$ cat config.mk
export PLATFORM = sky130hd
export DESIGN_NAME = flog_core
export DESIGN_NICKNAME = d
export VERILOG_FILES = /design/src/pkg/flog_pkg.sv /design/src/flog_skid.sv /design/src/flog_core.sv
export SDC_FILE = /design/constraint.sdc
export NUM_CORES = 2
export LEC_CHECK = 0
export BUFFER_PORTS_ARGS = -buffer_cell sky130_fd_sc_hd__buf_4
export CAP_MARGIN = 25
export CORE_AREA = 2 2 256 258
export CTS_CLUSTER_SIZE = 20
export DETAILED_ROUTE_END_ITERATION = 8
export DIE_AREA = 0 0 258 260
export PLACE_DENSITY_LB_ADDON = 0.1
export SLEW_MARGIN = 25
export SYNTH_ARGS = -nofsm -noshare
export SYNTH_HDL_FRONTEND = slang
export SYNTH_SLANG_ARGS = --single-unit
$ cat constraint.sdc
create_clock -name clk -period 5.3 [get_ports clk]
set_input_delay 1.06 -clock clk [delete_from_list [all_inputs] [get_ports clk]]
set_output_delay 1.06 -clock clk [all_outputs]
set_load 0.005 [all_outputs]
$ cat src/pkg/flog_pkg.sv
// ============================================================
// Shared constants, types and helpers of the fault log block.
// ============================================================
package flog_pkg;

    // ============================================================
    // Log geometry.
    // ============================================================
    localparam int LOG_LEN = 147; // Bytes returned for a present log.
    localparam int HDR_LEN = 27; // Header bytes 0 to 26 held here.
    localparam logic [7:0] LOG_LEN_BYTE = 8'(LOG_LEN); // Block length byte.
    localparam logic [7:0] EMPTY_LEN_BYTE = 8'h00; // Block length with no log.
    localparam logic [7:0] EVENT_FILL = 8'hff; // Event page bytes not kept here.
    localparam logic [4:0] HDR_LAST_IDX = 5'(HDR_LEN - 1); // Last header byte.
    localparam logic [7:0] LOG_LAST_IDX = 8'(LOG_LEN - 1); // Last log byte.
    localparam logic [7:0] HDR_LEN_BYTE = 8'(HDR_LEN); // First event page byte.

    // ============================================================
    // Up-time counter timing.
    // ============================================================
    localparam int UPTIME_W = 48; // Counter width in bits.
    localparam int UPTIME_TICK_US = 200; // Counter step in microseconds.
    localparam int CLK_MHZ = 125; // System clock rate.
    localparam int UPTIME_TICK_CYC = UPTIME_TICK_US * CLK_MHZ; // Cycles per step.

    // ============================================================
    // Die temperature window, in degrees Celsius.
    // ============================================================
    localparam int TEMP_HOT_C = 130; // Above this the force store is off.
    localparam int TEMP_COOL_C = 125; // Below this it is back on.
    localparam int LIN11_FRAC = 16; // Fraction bits of the fixed-point form.

    // ============================================================
    // Commands, telemetry and stream bytes.
    // ============================================================
    typedef enum logic [1:0] {
        FLOG_CMD_FORCE_STORE,
        FLOG_CMD_READOUT,
        FLOG_CMD_ERASE,
        FLOG_CMD_PEAK_RESET
    } flog_cmd_t;

    typedef struct packed {
        logic [15:0] vout0; // Output voltage, channel 0, mantissa only.
        logic [15:0] vout1; // Output voltage, channel 1, mantissa only.
        logic [15:0] iout0; // Output current, channel 0, 11-bit linear.
        logic [15:0] iout1; // Output current, channel 1, 11-bit linear.
        logic [15:0] vin; // Input voltage, 11-bit linear.
        logic [15:0] temp0; // External sensor 0, 11-bit linear.
        logic [15:0] temp1; // External sensor 1, 11-bit linear.
        logic [15:0] die; // Die temperature, 11-bit linear.
    } flog_tlm_t;

    typedef struct packed {
        logic [7:0] data; // Stream byte.
        logic last; // High on the final byte of a block read.
    } flog_byte_t;

    // Turns an 11-bit linear word into signed fixed point with 16 fraction
    // bits, so readings with different exponents compare correctly.
    function automatic logic signed [63:0] flog_lin11_fix(input logic [15:0] w);
        logic signed [63:0] m;
        logic [4:0] sh;
        m = 64'(signed'(w[10:0]));
        sh = {~w[15], w[14:11]};
        return m <<< sh;
    endfunction : flog_lin11_fix

endpackage : flog_pkg

$ cat src/flog_skid.sv
`timescale 1ns/1ns
// ============================================================
// Two-entry buffer on the read stream.
// ============================================================
module flog_skid
    import flog_pkg::*;
(
    input wire logic clk,
    input wire logic rst,
    input flog_byte_t in_data,
    input wire logic in_valid,
    output logic in_ready,
    output flog_byte_t out_data,
    output logic out_valid,
    input wire logic out_ready
);

    flog_byte_t mem_q [2]; // Entry storage.
    logic wr_ptr_q; // Next entry to fill.
    logic rd_ptr_q; // Next entry to drain.
    logic [1:0] cnt_q; // Entries held, 0 to 2.
    wire push = in_valid && in_ready; // A byte enters.
    wire pop = out_valid && out_ready; // A byte leaves.

    // Full and empty come straight from the count, so a stalled reader
    // stops the producer after two bytes and nothing is dropped.
    assign in_ready = (cnt_q != 2'h2);
    assign out_valid = (cnt_q != 2'h0);
    assign out_data = mem_q[rd_ptr_q];

    // ============================================================
    // Storage and pointers.
    // ============================================================
    always_ff @(posedge clk) begin
        if (push) begin
            mem_q[wr_ptr_q] <= in_data;
        end
    end

    // Pointers and count move on every accepted push or pop.
    always_ff @(posedge clk) begin
        if (rst) begin
            wr_ptr_q <= 1'b0;
            rd_ptr_q <= 1'b0;
            cnt_q <= 2'h0;
        end else begin
            wr_ptr_q <= wr_ptr_q ^ push;
            rd_ptr_q <= rd_ptr_q ^ pop;
            cnt_q <= cnt_q + {1'b0, push} - {1'b0, pop};
        end
    end

endmodule : flog_skid

$ cat src/flog_core.sv
`timescale 1ns/1ns
// Behaviour
// Force store follows the fault store path.
// Force store raises vendor fault when enabled.
// Force store off above 130C until 125C.
// 48-bit up-time counter, 200us step, reset clears.
// Force store only as zero-data write.
// Present log reads length 147, 147 bytes.
// Absent log reads length zero, no data.
// Bytes 0-1 hold two-character ASCII preface.
// Bytes 2-3 hold factory identifier, high first.
// Bytes 5-10 hold timestamp, low byte first.
// Bytes 11-14 hold output voltage peaks.
// Bytes 15-18 hold output current peaks.
// Bytes 19-20 hold input voltage peak.
// Peaks restart on reset and clear command.
// Bytes 21-24 hold external temperatures.
// Bytes 25-26 hold die temperature.
// Voltage words mantissa only, bytes as sourced.
// Stored log locked until erased; here reset also clears the lock.
// Erase empties the log.
// Log bytes stream in ascending order.
module flog_core
    import flog_pkg::*;
#(
    parameter int TICK_CYCLES = UPTIME_TICK_CYC, // Clock cycles per up-time step.
    parameter logic [15:0] PREFACE = 16'h464c, // Arbitrary ASCII preface value.
    parameter logic [15:0] FACTORY_ID = 16'h0a5c // Arbitrary factory identifier.
) (
    input wire logic clk,
    input wire logic rst,
    input flog_tlm_t tlm,
    input wire logic tlm_valid,
    input wire logic fault_event,
    input wire logic [7:0] fault_source,
    input wire logic cmd_valid,
    input flog_cmd_t cmd_code,
    input wire logic cmd_read,
    input wire logic [7:0] cmd_data_len,
    input wire logic log_enable,
    input wire logic vendor_fault_clr,
    output logic vendor_status_fault,
    output logic cmd_rejected,
    output logic log_present,
    output logic store_busy,
    output logic [UPTIME_W-1:0] uptime_stamp,
    output flog_byte_t rd_byte,
    output logic rd_valid,
    input wire logic rd_ready
);

    // ============================================================
    // Declarations.
    // ============================================================
    typedef enum {ST_IDLE, ST_WRITE} flog_store_t; // Store sequence states.
    typedef enum {RD_IDLE, RD_LEN, RD_DATA} flog_rd_t; // Block read states.

    localparam logic signed [63:0] HOT_FIX = 64'(TEMP_HOT_C) <<< LIN11_FRAC;
    localparam logic signed [63:0] COOL_FIX = 64'(TEMP_COOL_C) <<< LIN11_FRAC;
    localparam int TICK_W = $clog2(TICK_CYCLES + 1); // Prescaler width.
    localparam logic [TICK_W-1:0] TICK_LAST = TICK_W'(TICK_CYCLES - 1);

    flog_store_t store_q; // Store sequence state.
    flog_rd_t rd_q; // Block read state.
    logic [7:0] log_mem [HDR_LEN]; // Nonvolatile header image.
    logic [HDR_LEN*8-1:0] snap_q; // Header frozen when the store starts.
    logic [4:0] wr_idx_q; // Header byte being written.
    logic [7:0] rd_idx_q; // Log byte being sent.
    logic log_valid_q; // A complete log is held and locked.
    logic vendor_q; // Sticky vendor status fault.
    logic hot_q; // Die is in the hot part of the window.
    logic [TICK_W-1:0] tick_cnt_q; // Up-time prescaler.
    logic [UPTIME_W-1:0] uptime_q; // Time since reset in steps.
    logic [15:0] vpk0_q, vpk1_q, ipk0_q, ipk1_q, vinpk_q; // Peak holds.
    logic peak_seen_q; // At least one reading since the last restart.
    flog_byte_t push_byte; // Byte offered to the buffer.
    logic buf_in_ready; // Buffer has room.

    // ============================================================
    // Command decode.
    // ============================================================
    wire die_fix_hot = flog_lin11_fix(tlm.die) > HOT_FIX; // Above the upper edge.
    wire die_fix_cool = flog_lin11_fix(tlm.die) < COOL_FIX; // Below the lower edge.
    wire cmd_force = cmd_valid && (cmd_code == FLOG_CMD_FORCE_STORE);
    wire cmd_rdout = cmd_valid && (cmd_code == FLOG_CMD_READOUT);
    wire cmd_erase = cmd_valid && (cmd_code == FLOG_CMD_ERASE);
    wire cmd_peak = cmd_valid && (cmd_code == FLOG_CMD_PEAK_RESET);
    // A forced store must be a plain write with no data and the die must
    // not be hot; a read of this command is never served.
    wire force_ok = cmd_force && !cmd_read && (cmd_data_len == 8'h00) && !hot_q;
    // The readout is a read only; it is refused while a store or a read is running.
    wire rdout_ok = cmd_rdout && cmd_read && (rd_q == RD_IDLE) && (store_q == ST_IDLE);
    // Erasing under a running store or read would tear the image.
    wire erase_ok = cmd_erase && !cmd_read && (rd_q == RD_IDLE) && (store_q == ST_IDLE);
    wire peak_ok = cmd_peak && !cmd_read;
    // A real fault and a forced store take one and the same store path.
    wire store_req = fault_event || force_ok;
    // A held log is never overwritten, whichever way the store was asked.
    wire store_go = store_req && (store_q == ST_IDLE) && !log_valid_q;
    wire tick = (tick_cnt_q == TICK_LAST); // One up-time step elapsed.
    wire push = (rd_q != RD_IDLE) && buf_in_ready; // A stream byte enters.

    assign cmd_rejected = cmd_valid && !(force_ok || rdout_ok || erase_ok || peak_ok);
    assign log_present = log_valid_q;
    assign store_busy = (store_q != ST_IDLE);
    assign vendor_status_fault = vendor_q;
    assign uptime_stamp = uptime_q;

    // ============================================================
    // Header image, byte 0 in the top bits.
    // ============================================================
    // The header is assembled from live values when a store starts.
    // Voltage peaks are passed as plain mantissas and the 11-bit words
    // keep their own exponent, so no field is rescaled here.
    wire [HDR_LEN*8-1:0] hdr_img = {
        PREFACE,
        FACTORY_ID,
        fault_source,
        uptime_q[7:0], uptime_q[15:8], uptime_q[23:16],
        uptime_q[31:24], uptime_q[39:32], uptime_q[47:40],
        vpk0_q, vpk1_q,
        ipk0_q, ipk1_q,
        vinpk_q,
        tlm.temp0, tlm.temp1,
        tlm.die
    };

    // Picks one header byte of an image by its byte number.
    function automatic logic [7:0] flog_hdr_pick(input logic [HDR_LEN*8-1:0] img,
                                                  input logic [7:0] idx);
        logic [7:0] r;
        r = 8'h00;
        for (int i = 0; i < HDR_LEN; i++) begin
            if (idx == 8'(i)) begin
                r = img[(HDR_LEN-1-i)*8 +: 8];
            end
        end
        return r;
    endfunction : flog_hdr_pick

    // ============================================================
    // Up-time counter.
    // ============================================================
    // The prescaler and counter both restart at reset.
    always_ff @(posedge clk) begin
        if (rst) begin
            tick_cnt_q <= '0;
            uptime_q <= '0;
        end else begin
            tick_cnt_q <= tick ? '0 : tick_cnt_q + 1'b1;
            uptime_q <= uptime_q + {47'h0, tick};
        end
    end

    // ============================================================
    // Die temperature hysteresis.
    // ============================================================
    // The five-degree gap stops a reading near the edge from toggling
    // the force store on and off at every sample.
    always_ff @(posedge clk) begin
        if (rst) begin
            hot_q <= 1'b0;
        end else if (tlm_valid && die_fix_hot) begin
            hot_q <= 1'b1;
        end else if (tlm_valid && die_fix_cool) begin
            hot_q <= 1'b0;
        end
    end

    // ============================================================
    // Peak holds.
    // ============================================================
    // The first reading after a restart loads every hold unconditionally;
    // later readings load only when larger.
    always_ff @(posedge clk) begin
        if (rst || peak_ok) begin
            peak_seen_q <= 1'b0;
            vpk0_q <= 16'h0000;
            vpk1_q <= 16'h0000;
            ipk0_q <= 16'h0000;
            ipk1_q <= 16'h0000;
            vinpk_q <= 16'h0000;
        end else if (tlm_valid) begin
            peak_seen_q <= 1'b1;
            if (!peak_seen_q || tlm.vout0 > vpk0_q) begin
                vpk0_q <= tlm.vout0;
            end
            if (!peak_seen_q || tlm.vout1 > vpk1_q) begin
                vpk1_q <= tlm.vout1;
            end
            if (!peak_seen_q || flog_lin11_fix(tlm.iout0) > flog_lin11_fix(ipk0_q)) begin
                ipk0_q <= tlm.iout0;
            end
            if (!peak_seen_q || flog_lin11_fix(tlm.iout1) > flog_lin11_fix(ipk1_q)) begin
                ipk1_q <= tlm.iout1;
            end
            if (!peak_seen_q || flog_lin11_fix(tlm.vin) > flog_lin11_fix(vinpk_q)) begin
                vinpk_q <= tlm.vin;
            end
        end
    end

    // ============================================================
    // Store sequence.
    // ============================================================
    // Bytes are written one per cycle, as a nonvolatile array would be
    // programmed; the log counts as present only once all are in.
    always_ff @(posedge clk) begin
        if (rst) begin
            store_q <= ST_IDLE;
            wr_idx_q <= 5'h00;
            snap_q <= '0;
        end else begin
            case (store_q)
                ST_IDLE: begin
                    if (store_go) begin
                        store_q <= ST_WRITE;
                        snap_q <= hdr_img;
                        wr_idx_q <= 5'h00;
                    end
                end
                ST_WRITE: begin
                    wr_idx_q <= wr_idx_q + 5'h01;
                    if (wr_idx_q == HDR_LAST_IDX) begin
                        store_q <= ST_IDLE;
                    end
                end
                default: begin
                    store_q <= ST_IDLE;
                end
            endcase
        end
    end

    // Header bytes land in the image during the write state.
    always_ff @(posedge clk) begin
        if (store_q == ST_WRITE) begin
            log_mem[wr_idx_q] <= flog_hdr_pick(snap_q, {3'h0, wr_idx_q});
        end
    end

    // Completion locks the log; only erase or reset clears the lock.
    always_ff @(posedge clk) begin
        if (rst) begin
            log_valid_q <= 1'b0;
        end else if (store_q == ST_WRITE && wr_idx_q == HDR_LAST_IDX) begin
            log_valid_q <= 1'b1;
        end else if (erase_ok) begin
            log_valid_q <= 1'b0;
        end
    end

    // ============================================================
    // Vendor status fault.
    // ============================================================
    // A set in the same cycle as a clear wins, so no store is missed.
    always_ff @(posedge clk) begin
        if (rst) begin
            vendor_q <= 1'b0;
        end else if (force_ok && log_enable) begin
            vendor_q <= 1'b1;
        end else if (vendor_fault_clr) begin
            vendor_q <= 1'b0;
        end
    end

    // ============================================================
    // Block read producer.
    // ============================================================
    // The length byte goes first; an absent log ends the read there.
    always_comb begin
        push_byte.data = EMPTY_LEN_BYTE;
        push_byte.last = 1'b0;
        if (rd_q == RD_LEN) begin
            push_byte.data = log_valid_q ? LOG_LEN_BYTE : EMPTY_LEN_BYTE;
            push_byte.last = !log_valid_q;
        end else if (rd_q == RD_DATA) begin
            // Event pages are not held by this block and read as fill.
            push_byte.data = (rd_idx_q < HDR_LEN_BYTE) ? log_mem[rd_idx_q[4:0]] : EVENT_FILL;
            push_byte.last = (rd_idx_q == LOG_LAST_IDX);
        end
    end

    // Read state leaves idle on an accepted readout, then moves only when the buffer takes a byte.
    always_ff @(posedge clk) begin
        if (rst) begin
            rd_q <= RD_IDLE;
            rd_idx_q <= 8'h00;
        end else begin
            case (rd_q)
                RD_IDLE: begin
                    if (rdout_ok) begin
                        rd_q <= RD_LEN;
                    end
                end
                RD_LEN: begin
                    if (push) begin
                        rd_q <= log_valid_q ? RD_DATA : RD_IDLE;
                        rd_idx_q <= 8'h00;
                    end
                end
                RD_DATA: begin
                    if (push) begin
                        rd_idx_q <= rd_idx_q + 8'h01;
                        if (push_byte.last) begin
                            rd_q <= RD_IDLE;
                        end
                    end
                end
                default: begin
                    rd_q <= RD_IDLE;
                end
            endcase
        end
    end

    // The buffer lets the reader stall without losing a byte.
    flog_skid u_skid (
        .clk(clk),
        .rst(rst),
        .in_data(push_byte),
        .in_valid(rd_q != RD_IDLE),
        .in_ready(buf_in_ready),
        .out_data(rd_byte),
        .out_valid(rd_valid),
        .out_ready(rd_ready)
    );
endmodule : flog_core

After elaboration in Yosys (flattened, before gate mapping)
Memories as Yosys holds them, arrays and structs flattened. A register that Yosys moved wholly into a read port is not among the register bits. Index checks and enable logic that the tools add are counted.

Logic and storage cells: 218. Memories: 2. Bits of input ports: 155. Register bits after elaboration: 413. Memory bits (writable): 234. Output and inout port bits: 62.

Memories: log_mem (depth 27, width 8, rd ports 1, clocked after memory_dff 1, wr ports 1, RTL line flog_core.sv:65) `logic [7:0] log_mem [HDR_LEN];`; u_skid.mem_q (depth 2, width 9, rd ports 1, clocked after memory_dff 1, wr ports 1, RTL line flog_skid.sv:18) `flog_byte_t mem_q [2];`.

Reduce and logical (&&, ||, !) cells: 64. Equality and inequality tests: 44. Shift-type cells: 7. Order comparisons: 8. Muxes and demuxes: 59. $add $sub $neg: 6. Bitwise operators: 9.

Operators with widths (count): $sshl A11 B5 Y64 (7); $mux W8 (30); $gt A64 B64 Y1 (3); $mux W32 (6); $logic_not A32 Y1 (4); $eq A32 B2 Y1 const B (3); $pmux W32 S3 (1); $eq A32 B1 Y1 const B (2); $gt A64 B25 Y1 const B (1); $lt A64 B24 Y1 const B (1); $pmux W32 S2 (1); $reduce_bool A32 Y1 (2); $eq A5 B5 Y1 const B (11); $add A48 B1 Y48 (1); $eq A5 B4 Y1 const B (8); $eq A32 B3 Y1 const B (1); $gt A16 B16 Y1 (2); $logic_and A1 B1 Y1 (23); $eq A5 B3 Y1 const B (4); $mux W9 (2); $pmux W8 S2 (1); $reduce_and A2 Y1 (8); $add A15 B1 Y15 const B (1); $eq A15 B15 Y1 const B (1); other kinds (28) (73).

Longest topological paths before layout
Word-level depth: 29. Gate-level depth with buffers: 20. Gate-level depth less buffers: 17.

Cells and area by module
From an unflattened synthesis, not the netlist that was laid out.

Cells, all modules: 3935. Area, all modules: 34603.2 µm².

By module, submodules not included: flog_core (cells each 3885, area an instance 33729.8 µm², times used 1); flog_skid (cells each 50, area an instance 873.3 µm², times used 1).

Worst setup path before layout
No wires, ideal clock.

Kind: in2reg. Start point: in tlm[60] (netlist name). End point: reg vinpk_q[11]. Buffers on the path: 2. Library setup time: 0.085 ns. Path slack: 0.561 ns. Cell stages on the path: 17. Arrival time: 4.655 ns. Required time: 5.215 ns. Path through: clkbuf_1 mux2_2 o21ai_0 nor2_1 a211oi_1 a21oi_1 o21a_1 ha_1 a21oi_1 o221ai_1 a221o_1 a2111oi_0 o21ai_0 o211ai_1 buf_2 nand3_1 o31ai_2.

Longest elaborated chain between the ends: 4.

Ends and longest elaborated chain: start, declared (RTL line flog_core.sv:32) `input flog_tlm_t tlm,`; $sshl A11 B5 Y64 (RTL line flog_pkg.sv:66) `return m <<< sh;`; $gt A64 B64 Y1 (RTL line flog_core.sv:197) `if (!peak_seen_q || flog_lin11_fix(tlm.vin) > flog_lin11_fix(vinpk_q)) begin`; $logic_or A1 B1 Y1 (RTL line flog_core.sv:197); $reduce_and A2 Y1 (no line); end signal, assigned (RTL line flog_core.sv:198) `vinpk_q <= tlm.vin;`; end, declared (RTL line flog_core.sv:74) `logic [15:0] vpk0_q, vpk1_q, ipk0_q, ipk1_q, vinpk_q;`.

No other way between the ends. A chain may end at the register's enable or synchronous reset.

Final worst setup path
Start point: reg vinpk_q[12]. End point: reg vinpk_q[15].

Longest elaborated chain between the ends: 4.

Ends and longest elaborated chain (RTL line): $sshl A11 B5 Y64 (flog_pkg.sv:66); $gt A64 B64 Y1 (flog_core.sv:197); $logic_or A1 B1 Y1 (flog_core.sv:197); $reduce_and A2 Y1 (no line).

No other way between the ends.

==> results by group <==
Setup path
  • Largest stage delay on the critical path: 0.73 ns
  • Critical path buffers and inverters: 2
  • Worst-path maximum fanout: 32
  • Worst setup SP type: flop
  • Crit end category: flop
  • Crit-path cells: mux2_2, o21ai_0, buf_4, o21ai_0, mux2i_1, nor2_1, a21oi_1, ha_1, a21oi_1, o221ai_1, a221o_1, a2111oi_0, o21ai_0, o211ai_1, buf_12, nand3_1, o31ai_2
  • Crit-path leading delay family: compound AO/OA/AOI/OAI gates
  • CP max-delay cell: dfxtp_1
  • Worst EP required: 5.84 ns
  • Setup Crit Path Kind: flop to flop
  • Cell mode on critical path: o21ai_0
  • Critical path arrival: 5.20 ns

Timing
  • Slew @ Worst Pin: just under 1 ns
  • Setup Skew: between 0.04 and 0.05 ns
  • Endpoints failing hold: 0
  • Slew Limit Headroom: 0.359
  • RSZ-0062 raised after global routing: no
  • Tcrit/Tclk final: 0.880
  • Final setup vio count: 0
  • Fmax: roughly 0.21 GHz
  • Fin. max-slew vios: 0
  • Post-layout min period: 4.67 ns
  • TNS Setup: 0 ns

Clock tree
  • Post_cts resized: 0
  • Clock Latency Late Sink: 0.66 ns
  • Clock root cell: clkbuf_16
  • Reg clk slew, reported paths: 0.06 ns
  • CTS max path bufs: 3
  • Hold Buf Count CTS: 0
  • CTS tree: yes
  • H-tree depth: 2
  • Total clock sinks: around 590
  • CTS buffer count: 59
  • Post-CTS Setup Inserts: 0

Floorplan
  • Die Y: 260 um
  • Core Box Area: between 0.06 and 0.07 mm2
  • Die extent in x: around 260 um
  • Row cnt: 93
  • Ports: 217
  • Die area: around 0.067 mm2
  • Starting density of the core: 0.545

Synthesis
  • Mapped Cells: slightly below 4k
  • Main flop type after synthesis: dfxtp_1
  • Yosys warns: 0
  • Syn_nets: 4303
  • Syn Area/Cell: roughly 8.8 um2
  • Fraction of registers with async set or reset after synthesis: 0
  • Post-synthesis sequential area ratio: 0.405
  • Synth Register Bits: 591
  • Syn Std Cell Area: ~0.035 mm2
  • Top cells by area, synth: dfxtp_1, edfxtp_1, nand2_1
  • Library cells used by synthesis: a little under 100
  • Post-synth EDFFs: 234
  • Synth area leader: dfxtp_1
  • Synth top area share: 0.204

Global routing
  • Initial antenna violation count: 0
  • GRT Total Usage: 0.295
  • Gr ovfl total: 0
  • Layer with the highest usage: met2
  • Number of global-route vias before repair: 27.8k
  • Met2 Usage GRT: 0.465
  • First-pass GRT wire length: 158 mm
  • Met1 usage: 0.424
  • Largest net degree at the start of global routing: 189
  • GR Util met3: 0.0414

Final layout
  • Multi-input logic area: 0.0194 mm2
  • Register Area: 0.0142 mm2
  • Final Core Density: 0.609
  • Nets: ~4.4k
  • # fillers: 5685
  • Area Growth Syn to Fin: 11.7%
  • Share of layout cells above drive strength 1: 0.133
  • Antenna diodes: 0
  • Non-filler instance count after layout: between 4k and 5k

Power
  • Peak supply drop: 0.293 mV
  • Power Density: 284 mW/mm2
  • Leakage: about 14 nW

Route
  • Vias per cell: 6.09
  • DR pass1 iterations: 6
  • # DRC: 0
  • DR iter-0 viols: 2924
  • Wire per inst: between 20 and 25 um
  • Post-route ant nets: 0
  • DRT Wirelength: 102 mm
  • Vias: ~30k

Worst hold path
  • Hold Crit Class: flop to flop

Job
  • Maxcap violations: 0

Place
  • Dpl hpwl: 74.3 mm
  • IO buf count: 216
  • Post-placement cell count: 4840
  • Placer Congestion: 0.944

Status
  • Status: completed
-- synth_stat cells, drive strengths merged, types with 43 or more instances --
master    n
nor2b    43
nor2    321
mux2i   165
buf      60
nor3     68
inv      91
nand3   120
nand4    46
dfxtp   357
mux4     67
mux2     43
edfxtp  234
o21ai   227
nand2   714
clkbuf  212
a21oi   401
ha      172
-- final cells by class --
| class | instances | share of cell area |
|---|---|---|
| clock buffer | 84 | 0.0410 |
| clock inverter | 25 | 0.00609 |
| inverter | 95 | 0.00913 |
| multi-input combinational | 3018 | 0.497 |
| sequential | 591 | 0.363 |
| tap | 855 | 0.0274 |
| timing repair buffer | 281 | 0.0564 |
-- logic make-up after synthesis --
kind of cell,Yosys count,share of synthesized area
xor gates and xnor gates,59,0.0148
DFF,591,0.405
buffers and inverters,367,0.0425
muxes,275,0.104
and+or+nand+nor,1522,0.200
adders and majority gates,172,0.0615
AOI/OAI and AO/OA,990,0.172
-- metal layers --
metal  vias up  wire length, um
met1     14299            45100
met2      1194            46000
li1      14500                -
met4         0             2580
met5         -                0
met3       152             8100
-- sequential cells by signal (all words and copies together) (netlist names), 2 cells and up, named ones only --
name / count
log_mem: 216
u_skid.cnt_q: 2
vpk1_q: 16
rd_idx_q: 8
tick_cnt_q: 15
wr_idx_q: 5
ipk0_q: 16
rd_q: 2
ipk1_q: 16
snap_q: 185
uptime_stamp: 48
vpk0_q: 16
u_skid.mem_q: 18
vinpk_q: 16
-- worst register-to-register path, stage by stage, from the launching register on --
cell and delay (ns):
dfxtp_1 0.73, mux2_2 0.42, o21ai_0 0.21, buf_4 0.19, o21ai_0 0.14, mux2i_1 0.21, nor2_1 0.06, a21oi_1 0.29
ha_1 0.31, a21oi_1 0.16, o221ai_1 0.13, a221o_1 0.36, a2111oi_0 0.39, o21ai_0 0.20, o211ai_1 0.35, buf_12 0.23
nand3_1 0.11, o31ai_2 0.11
-- through the flow --
stage               worst slack (ns)  hold slack (ns)  cell area (um2)  power, mW
CTS                            0.714            0.455            39100       11.1
global placement               0.471            0.431            37200       7.14
detailed placement             0.440            0.443            37200       7.15
global route                   0.289            0.473            39100       11.6
floorplan                      0.561            0.418            35000       6.47
finish                         0.634            0.445            39100       11.1
-- where the power goes --
group / internal [mW] / total (mW) / switching, mW
clock: 2.21 / 4.01 / 1.80
combinational: 0.837 / 2.10 / 1.27
sequential: 4.84 / 4.99 / 0.154
total: 7.89 / 11.1 / 3.22
-- cells in the final DEF (no fill, tap or decap), types with 34 or more instances in the layout --
cell type | netlist | routed
o22ai_1 | 34 | 34
dfxtp_1 | 357 | 354
inv_1 | 88 | 88
buf_4 | 2 | 273
mux2i_1 | 165 | 165
edfxtp_1 | 234 | 234
ha_1 | 172 | 172
a21o_1 | 41 | 41
o21ai_0 | 208 | 208
nor2b_1 | 43 | 43
nand2_1 | 714 | 714
nand3_1 | 120 | 120
a21oi_1 | 400 | 398
and2_1 | 39 | 39
nor2_1 | 319 | 319
clkbuf_16 | 0 | 59
mux4_2 | 67 | 67
nand4_1 | 42 | 42
mux2_2 | 43 | 43
nor3_1 | 59 | 59
xor2_1 | 35 | 35
-- path summary, 6_finish.rpt --
| path | slack (ns) | cells past startpoint | startpoint | endpoint |
|---|---|---|---|---|
| setup / recovery | 0.63 | 17 | vinpk_q[12] | vinpk_q[15] |
| setup reg to reg | 0.63 | 17 | vinpk_q[12] | vinpk_q[15] |
| hold / removal | 0.44 | 1 | tick_cnt_q[0] | tick_cnt_q[0] |
| hold reg to reg | 0.44 | 1 | tick_cnt_q[0] | tick_cnt_q[0] |
No activity file was read; power rests on OpenSTA's default activity.
